`src/shared/aspc_pkg.sv`:
```
package aspc_pkg;

  // register word width and bus widths
  localparam int          REG_W     = 8;
  localparam int          DATA_W    = 32;
  localparam int          ADDR_W    = 8;

  // register indices as printed; byte address is four times the index
  localparam logic [7:0]  IDX_SLOT3 = 8'h08;
  localparam logic [7:0]  IDX_SLOT4 = 8'h09;
  localparam logic [7:0]  IDX_SLOT5 = 8'h0a;
  localparam logic [7:0]  ADDR_SLOT3 = {IDX_SLOT3[5:0], 2'b00};
  localparam logic [7:0]  ADDR_SLOT4 = {IDX_SLOT4[5:0], 2'b00};
  localparam logic [7:0]  ADDR_SLOT5 = {IDX_SLOT5[5:0], 2'b00};

  // reset values
  localparam logic [7:0]  RST_SLOT3 = 8'h32;
  localparam logic [7:0]  RST_SLOT4 = 8'h07;
  localparam logic [7:0]  RST_SLOT5 = 8'h07;

  // field positions
  localparam int          PLAY_HI   = 5;
  localparam int          PLAY_LO   = 4;
  localparam int          PLAY_SKIP = 5;
  localparam int          SNS_HI    = 2;
  localparam int          SNS_LO    = 0;
  localparam int          MARK_BIT  = 7;

  // playback width codes; any code with the top bit set skips 8 bits
  localparam logic [1:0]  PLAY_24   = 2'h0;
  localparam logic [1:0]  PLAY_16   = 2'h1;

  // bit counts carried on the slot
  localparam logic [4:0]  BITS_0    = 5'h00;
  localparam logic [4:0]  BITS_8    = 5'h08;
  localparam logic [4:0]  BITS_16   = 5'h10;
  localparam logic [4:0]  BITS_24   = 5'h18;

  // placement numbers
  localparam logic [2:0]  PLACE_NONE = 3'h0;
  localparam logic [2:0]  PLACE3    = 3'h3;
  localparam logic [2:0]  PLACE4    = 3'h4;
  localparam logic [2:0]  PLACE5    = 3'h5;

  // sense output choices
  typedef enum logic [2:0] {
    SNS_VOLT  = 3'h0,
    SNS_CURR  = 3'h1,
    SNS_VBAT  = 3'h2,
    SNS_CTRL  = 3'h3,
    SNS_ALT   = 3'h4,
    SNS_STAT  = 3'h5,
    SNS_MARK  = 3'h6,
    SNS_BLANK = 3'h7
  } aspc_sense_t;

endpackage : aspc_pkg

```
`src/verilog/aspc_slot_decode.sv`:
```
`timescale 1ns/10ps
`default_nettype none
module aspc_slot_decode
  import aspc_pkg::*;
#(
  parameter bit HAS_PLAY = 1'b1
) (
  input  wire logic [7:0]  i_ctrl,
  input  wire logic [2:0]  i_slot_id,
  input  wire logic        i_alt_phase,
  input  wire logic [15:0] i_volt,
  input  wire logic [15:0] i_curr,
  input  wire logic [7:0]  i_vbat,
  input  wire logic [7:0]  i_ctrl_data,
  input  wire logic [7:0]  i_status,
  output logic             o_play_skip,
  output logic [4:0]       o_play_bits,
  output logic [15:0]      o_tx_word,
  output logic [4:0]       o_tx_bits,
  output logic             o_tx_current
);
  import aspc_pkg::*;

  // playback width from the two-bit field; reserved bits never looked at
  function automatic logic [4:0] play_bits(input logic [1:0] code);
    if (code[1]) begin
      play_bits = BITS_8;
    end else if (code == PLAY_16) begin
      play_bits = BITS_16;
    end else begin
      play_bits = BITS_24;
    end
  endfunction : play_bits

  wire aspc_sense_t sel      = aspc_sense_t'(i_ctrl[SNS_HI:SNS_LO]);
  wire logic [1:0]  play_fld = i_ctrl[PLAY_HI:PLAY_LO];
  // alternation starts on voltage, then current on the next frame
  wire logic        alt_cur  = (sel == SNS_ALT) && i_alt_phase;
  wire logic        is_cur   = (sel == SNS_CURR) || alt_cur;
  wire logic [7:0]  marker   = {i_alt_phase, 4'h0, i_slot_id};

  // playback: a slot without a playback field always passes on
  assign o_play_skip  = HAS_PLAY ? play_fld[1] : 1'b1;
  assign o_play_bits  = HAS_PLAY ? play_bits(play_fld) : BITS_0;
  assign o_tx_current = is_cur;

  // sense word and its length on the slot
  always_comb begin
    o_tx_word = 16'h0000;
    o_tx_bits = BITS_8;
    case (sel)
      SNS_VOLT: begin
        o_tx_word = i_volt;
        o_tx_bits = BITS_16;
      end
      SNS_CURR: begin
        o_tx_word = i_curr;
        o_tx_bits = BITS_16;
      end
      SNS_VBAT:  o_tx_word = {8'h00, i_vbat};
      SNS_CTRL:  o_tx_word = {8'h00, i_ctrl_data};
      SNS_ALT: begin
        o_tx_word = alt_cur ? i_curr : i_volt;
        o_tx_bits = BITS_16;
      end
      SNS_STAT:  o_tx_word = {8'h00, i_status};
      SNS_MARK:  o_tx_word = {8'h00, marker};
      SNS_BLANK: o_tx_word = 16'h0000;
      default:   o_tx_word = 16'h0000;
    endcase
  end

endmodule : aspc_slot_decode
`default_nettype wire

```
`src/verilog/aspc_top.sv`:
```
// Operation
// - slot 3 playback field bits 5:4: 00 takes 24 bits, 01 takes 16.
// - slot 3 playback 10 or 11 skips 8 bits; audio comes from slot 4 unless it skips too.
// - slot 4 has its own playback field with identical coding.
// - sense select bits 2:0: 000 sends 16-bit voltage, 001 16-bit current.
// - select 010 sends 8-bit battery voltage, 011 8-bit control data.
// - select 100 alternates 16-bit voltage and current samples per frame.
// - 101 sends status, 110 marker with slot id, 111 eight blank bits.
// - slot 4 has a three-bit sense select with the same eight choices.
// - slot 5 has only a sense select; bits 7:3 reserved, no playback.
// - slot 3 register resets to 0x32: skip playback, battery output.
// - slot 4 register resets to 0x07: 24-bit playback, blank output.
// - slot 5 register resets to 0x07: blank output until reprogrammed.
`timescale 1ns/10ps
`default_nettype none
module aspc_top (
  input  wire logic                   i_clk_sys,
  input  wire logic                   i_rst,
  // apb slave
  input  wire logic [aspc_pkg::ADDR_W-1:0] i_paddr,
  input  wire logic                   i_psel,
  input  wire logic                   i_penable,
  input  wire logic                   i_pwrite,
  input  wire logic [aspc_pkg::DATA_W-1:0] i_pwdata,
  input  wire logic [3:0]             i_pstrb,
  output logic                        o_pready,
  output logic [aspc_pkg::DATA_W-1:0] o_prdata,
  output logic                        o_pslverr,
  // frame and sample inputs
  input  wire logic                   i_frame_strobe,
  input  wire logic [15:0]            i_volt,
  input  wire logic [15:0]            i_curr,
  input  wire logic [7:0]             i_vbat,
  input  wire logic [7:0]             i_ctrl_data,
  input  wire logic [7:0]             i_status,
  // received slot words
  input  wire logic                   i_rx_valid,
  input  wire logic [2:0]             i_rx_place,
  input  wire logic [23:0]            i_rx_data,
  // playback result
  output logic [2:0]                  o_play_place,
  output logic [4:0]                  o_play_bits,
  output logic [23:0]                 o_play_word,
  output logic                        o_play_valid,
  // sense words per slot
  output logic [15:0]                 o_slot3_tx_word,
  output logic [4:0]                  o_slot3_tx_bits,
  output logic                        o_slot3_tx_current,
  output logic [15:0]                 o_slot4_tx_word,
  output logic [4:0]                  o_slot4_tx_bits,
  output logic                        o_slot4_tx_current,
  output logic [15:0]                 o_slot5_tx_word,
  output logic [4:0]                  o_slot5_tx_bits,
  output logic                        o_slot5_tx_current
);
  import aspc_pkg::*;

  localparam int NSLOT = 3;

  // which of the three registers an address hits
  function automatic logic [2:0] reg_hit(input logic [ADDR_W-1:0] addr);
    reg_hit = {addr == ADDR_SLOT5, addr == ADDR_SLOT4, addr == ADDR_SLOT3};
  endfunction : reg_hit

  // control registers
  logic [7:0]  slot3_placement_ctrl_reg;
  logic [7:0]  slot4_placement_ctrl_reg;
  logic [7:0]  slot5_placement_ctrl_reg;
  logic [DATA_W-1:0] prdata_reg;

  // per-slot alternation phase and registered sense words
  logic [NSLOT-1:0] alt_phase_reg;
  logic [NSLOT-1:0] alt_phase_next;
  logic [15:0] tx_word_reg [NSLOT];
  logic [4:0]  tx_bits_reg [NSLOT];
  logic [NSLOT-1:0] tx_cur_reg;

  // playback state
  logic [2:0]  play_place_reg;
  logic [4:0]  play_bits_reg;
  logic [23:0] play_word_reg;
  logic        play_valid_reg;

  // decoder results
  logic [7:0]  ctrl_arr  [NSLOT];
  logic [2:0]  slot_id   [NSLOT];
  logic [NSLOT-1:0] dec_skip;
  logic [4:0]  dec_pbits [NSLOT];
  logic [15:0] dec_word  [NSLOT];
  logic [4:0]  dec_tbits [NSLOT];
  logic [NSLOT-1:0] dec_cur;

  // bus decode; zero wait states so pready stays high
  wire logic [2:0] hit      = reg_hit(i_paddr);
  wire logic       mapped   = |hit;
  wire logic       apb_acc  = i_psel && i_penable;
  wire logic       apb_set  = i_psel && !i_penable;
  wire logic       apb_wr   = apb_acc && i_pwrite && mapped && i_pstrb[0];
  wire logic [7:0] wbyte    = i_pwdata[7:0];

  assign o_pready  = 1'b1;
  assign o_pslverr = apb_acc && !mapped;
  assign o_prdata  = prdata_reg;

  // read word picked in the setup phase so prdata comes from a flop
  wire logic [7:0] rd_byte = hit[0] ? slot3_placement_ctrl_reg :
                             hit[1] ? slot4_placement_ctrl_reg :
                             hit[2] ? slot5_placement_ctrl_reg : 8'h00;

  always_ff @(posedge i_clk_sys or posedge i_rst) begin
    if (i_rst) begin
      prdata_reg <= 32'h0000_0000;
    end else if (apb_set && !i_pwrite) begin
      prdata_reg <= {24'h00_0000, rd_byte};
    end
  end

  // register writes; all eight bits stored, reserved bits included
  always_ff @(posedge i_clk_sys or posedge i_rst) begin
    if (i_rst) begin
      slot3_placement_ctrl_reg <= RST_SLOT3;
      slot4_placement_ctrl_reg <= RST_SLOT4;
      slot5_placement_ctrl_reg <= RST_SLOT5;
    end else if (apb_wr) begin
      if (hit[0]) begin
        slot3_placement_ctrl_reg <= wbyte;
      end
      if (hit[1]) begin
        slot4_placement_ctrl_reg <= wbyte;
      end
      if (hit[2]) begin
        slot5_placement_ctrl_reg <= wbyte;
      end
    end
  end

  // decoder inputs per slot
  assign ctrl_arr[0] = slot3_placement_ctrl_reg;
  assign ctrl_arr[1] = slot4_placement_ctrl_reg;
  assign ctrl_arr[2] = slot5_placement_ctrl_reg;
  assign slot_id[0]  = PLACE3;
  assign slot_id[1]  = PLACE4;
  assign slot_id[2]  = PLACE5;

  // one decoder per slot; slot 5 carries no playback field
  for (genvar s = 0; s < NSLOT; s++) begin : g_slot
    aspc_slot_decode #(
      .HAS_PLAY (s < 2)
    ) u_dec (
      .i_ctrl       (ctrl_arr[s]),
      .i_slot_id    (slot_id[s]),
      .i_alt_phase  (alt_phase_reg[s]),
      .i_volt       (i_volt),
      .i_curr       (i_curr),
      .i_vbat       (i_vbat),
      .i_ctrl_data  (i_ctrl_data),
      .i_status     (i_status),
      .o_play_skip  (dec_skip[s]),
      .o_play_bits  (dec_pbits[s]),
      .o_tx_word    (dec_word[s]),
      .o_tx_bits    (dec_tbits[s]),
      .o_tx_current (dec_cur[s])
    );

    // phase flips once per frame only while alternating
    assign alt_phase_next[s] =
      (ctrl_arr[s][SNS_HI:SNS_LO] != SNS_ALT) ? 1'b0 :
      i_frame_strobe ? !alt_phase_reg[s] : alt_phase_reg[s];
  end

  always_ff @(posedge i_clk_sys or posedge i_rst) begin
    if (i_rst) begin
      alt_phase_reg <= '0;
    end else begin
      alt_phase_reg <= alt_phase_next;
    end
  end

  // sense words registered each cycle; slot 5 is the last in the array
  always_ff @(posedge i_clk_sys or posedge i_rst) begin
    if (i_rst) begin
      for (int s = 0; s < NSLOT; s++) begin
        tx_word_reg[s] <= 16'h0000;
        tx_bits_reg[s] <= BITS_8;
      end
      tx_cur_reg <= '0;
    end else begin
      for (int s = 0; s < NSLOT; s++) begin
        tx_word_reg[s] <= dec_word[s];
        tx_bits_reg[s] <= dec_tbits[s];
      end
      tx_cur_reg <= dec_cur;
    end
  end

  assign o_slot3_tx_word    = tx_word_reg[0];
  assign o_slot3_tx_bits    = tx_bits_reg[0];
  assign o_slot3_tx_current = tx_cur_reg[0];
  assign o_slot4_tx_word    = tx_word_reg[1];
  assign o_slot4_tx_bits    = tx_bits_reg[1];
  assign o_slot4_tx_current = tx_cur_reg[1];
  assign o_slot5_tx_word    = tx_word_reg[2];
  assign o_slot5_tx_bits    = tx_bits_reg[2];
  assign o_slot5_tx_current = tx_cur_reg[2];

  // audio placement: slot 3 unless it skips, then slot 4 unless that
  // skips too; with both skipping no playback word is taken at all
  wire logic [2:0] place_next =
    !dec_skip[0] ? PLACE3 :
    !dec_skip[1] ? PLACE4 : PLACE_NONE;
  wire logic [4:0] bits_next =
    !dec_skip[0] ? dec_pbits[0] :
    !dec_skip[1] ? dec_pbits[1] : BITS_0;

  // 16-bit words sit in the top of the slot; low byte masked off
  wire logic       take_rx  = i_rx_valid && (play_place_reg != PLACE_NONE) &&
                              (i_rx_place == play_place_reg);
  wire logic [23:0] rx_mask =
    (play_bits_reg == BITS_16) ? 24'hff_ff00 : 24'hff_ffff;

  always_ff @(posedge i_clk_sys or posedge i_rst) begin
    if (i_rst) begin
      play_place_reg <= PLACE4;
      play_bits_reg  <= BITS_24;
      play_word_reg  <= 24'h00_0000;
      play_valid_reg <= 1'b0;
    end else begin
      play_place_reg <= place_next;
      play_bits_reg  <= bits_next;
      play_valid_reg <= take_rx;
      if (take_rx) begin
        play_word_reg <= i_rx_data & rx_mask;
      end
    end
  end

  assign o_play_place = play_place_reg;
  assign o_play_bits  = play_bits_reg;
  assign o_play_word  = play_word_reg;
  assign o_play_valid = play_valid_reg;
endmodule : aspc_top
`default_nettype wire

```
`config.mk`:
```
export PLATFORM = sky130hd
export DESIGN_NAME = aspc_top
export DESIGN_NICKNAME = d
export VERILOG_FILES = /design/src/shared/aspc_pkg.sv /design/src/verilog/aspc_slot_decode.sv /design/src/verilog/aspc_top.sv
export SDC_FILE = /design/constraint.sdc
export NUM_CORES = 1
export LEC_CHECK = 0
export ABC_AREA = 1
export BUFFER_PORTS_ARGS = -buffer_cell sky130_fd_sc_hd__buf_2
export CORE_ASPECT_RATIO = 0.75
export CORE_MARGIN = 5
export CORE_UTILIZATION = 45
export CTS_CLUSTER_DIAMETER = 40
export DETAILED_ROUTE_END_ITERATION = 6
export PLACE_DENSITY = 0.75
export SLEW_MARGIN = 20
export SYNTH_ARGS = -nofsm -noshare
export SYNTH_HDL_FRONTEND = slang
export SYNTH_HIERARCHICAL = 1
export SYNTH_SLANG_ARGS = --single-unit
export TNS_END_PERCENT = 5
```
`constraint.sdc`:
```
create_clock -name i_clk_sys -period 4.6 [get_ports i_clk_sys]
set_clock_uncertainty 0.05 [all_clocks]
set_input_delay 0.69 -clock i_clk_sys [delete_from_list [all_inputs] [get_ports i_clk_sys]]
set_output_delay 0.69 -clock i_clk_sys [all_outputs]
set_load 0.03 [all_outputs]
```
==> impl_metrics.py <==
metrics = {
    "synthesis": {
        "syn-cell-area_um2": 6741,
        "yosys_warnings": 6,
        "syn_avg_cell_area_um2": 8.016,
        "synth_cells": 841,
    },
    "global_routing": {
        "grt_pass1_wl_um": 29620,
        "grt_pass1_vias": 5823,
        "grt_use_total": 0.2156,
        "grt_max_degree": 109,
        "grt_overflow": 0,
        "antenna_found_initial": 2,
    },
    "drt": {
        "drc": 0,
        "drt-total-wl_um": 18900,
        "ant_nets": 0,
        "via_per_inst": 5.027,
        "routed-via-count": 6304,
        "drt_iter0_drc": 502,
        "wl_per_cell_um": 15.07,
        "firstDrtPassIters": 5,
    },
    "sta": {
        "relSlewSlack": 0.3535,
        "final.setup.tns_ns": 0,
        "setup_viol": 0,
        "report.final.slew_viol_count": 0,
        "max_freq_ghz": 0.4391,
        "rsz0062_at_grt": "false",
        "hold_violations": 0,
        "worst_pin_slew_ns": 0.9674,
        "fin_crit_sh": 0.4951,
        "period_minus_slack_ns": 2.277,
        "layout_setup_ws_ns": 2.323,
    },
    "placement": {
        "place.gp.congestion": 0.8988,
        "dpl_cell_area_um2": 7661,
        "io_buffers": 214,
        "dp_cells": 1220,
        "pre_cts_slack_ns": 2.169,
        "post-dp-hpwl_um": 13210,
    },
    "hold_path": {
        "hp-class": "primary input to flop",
    },
    "floorplanning": {
        "dieArea_um2": 17550,
        "die_h_um": 116,
        "pin_count": 267,
        "rows": 38,
        "fp.dieW_um": 151.3,
        "start_util": 0.4619,
        "core_area_um2": 14600,
    },
    "layout": {
        "largest_reg_flops": 24,
        "stdcell_area_um2": 8218,
        "multi_input_area_um2": 2793,
        "seq_area_um2": 3347,
        "drive_gt1_frac": 0.2757,
        "layout.cells.non_filler": 1254,
        "nNetsFinal": 1173,
        "fill_cells": 1373,
        "area_growth_pct": 21.90,
    },
    "power_and_ir_drop": {
        "power_density_nw_per_um2": 356.5,
        "peakVddDrop_mv": 0.2210,
        "cellLeakagePower_uw": 0.004579,
    },
    "worst_setup_path": {
        "critical_path_class": "primary input to output port",
        "end_kind": "output port",
        "worstPathArrival_ns": 1.54,
        "worstSetupStartpointType": "primary input",
        "cp.required_ns": 3.86,
        "path_max_fanout": 4,
        "rrSetupSlack_ns": 2.49,
    },
    "cts": {
        "postCtsSetupRepairBufs": 0,
        "ctsResizeCount": 0,
        "clk_latency_ns": 0.42,
        "path_clk_slew_ns": 0.06,
        "clockBufferDepth": 2,
        "cts_root_buf": "clkbuf_16",
        "cts.sinks": 133,
        "htreeDepth": 4,
        "cts_tree": "done",
        "cts_hold_buf": 0,
        "cts_buffers": 17,
    },
    "run_status": {
        "outcome": "finished clean",
    },
    "job": {
        "cap_violations": 0,
    },
}
worst max-delay path: stages:
cell and delay, ns:
buf_2 0.10, inv_1 0.04, nand2_1 0.07, nor2_4 0.15
o211ai_1 0.18, nand3_1 0.11, inv_1 0.04, buf_2 0.17
power breakdown:
part           internal [uW]  switching (uW)
Combinational            113             293
Clock                    753             508
Sequential              1240            26.8
final timing paths:
path                                              from                          end  cells past startpoint
hold / removal                           i_rx_data[20]              o_play_word[20]                      3
setup reg to reg                       o_play_place[2]              o_play_word[18]                      7
setup / recovery                            i_paddr[4]                    o_pslverr                      8
min in group asynchronous                        i_rst           o_slot4_tx_word[6]                      2
hold reg to reg            slot4_placement_ctrl_reg[3]  slot4_placement_ctrl_reg[3]                      2
max in group asynchronous                        i_rst              o_play_place[2]                      3
layer usage:
layer	track usage	vias up	wire, um
li1	-	3045	-
met1	0.3037	2912	8053
met2	0.3255	318	8589
met3	0.05512	27	1986
met4	0.07367	2	259
met5	0	-	11
placed cells by master (no fill, tap or decap), types with 3 or more instances in the layout:
cell and instances:
a21oi_1 5, a22o_1 5, buf_2 214, clkbuf_16 17, clkinv_2 6, clkinvlp_4 3
conb_1 49, dfrtp_1 118, dfstp_2 15, inv_1 35, inv_2 12, nand2_1 306
nand2_4 3, nand3_1 89, nand3_2 6, nand4_1 72, nor2_1 62, nor2_2 3
nor2_4 3, o21ai_0 8, o21ai_1 3, xnor2_1 3
layout make-up:
type / instances / area share
Clock buffer: 19 / 0.05390
Inverter: 50 / 0.02345
Sequential cell: 133 / 0.4073
Tap cell: 200 / 0.03045
Timing Repair Buffer: 215 / 0.1312
Antenna cell: 2 / 0.0006090
Clock inverter: 13 / 0.01325
Multi-Input combinational cell: 622 / 0.3398
through the flow:
step                total power, uW  hold slack, ns    util
floorplan                      1561          0.3922       -
finish                         2930          0.4129  0.5630
detailed placement             1690          0.4084  0.5249
global route                   3048          0.4040  0.5627
global placement               1684          0.4036  0.5249
CTS                            2954          0.3977  0.5627
Power figures use the tool's default switching activity.
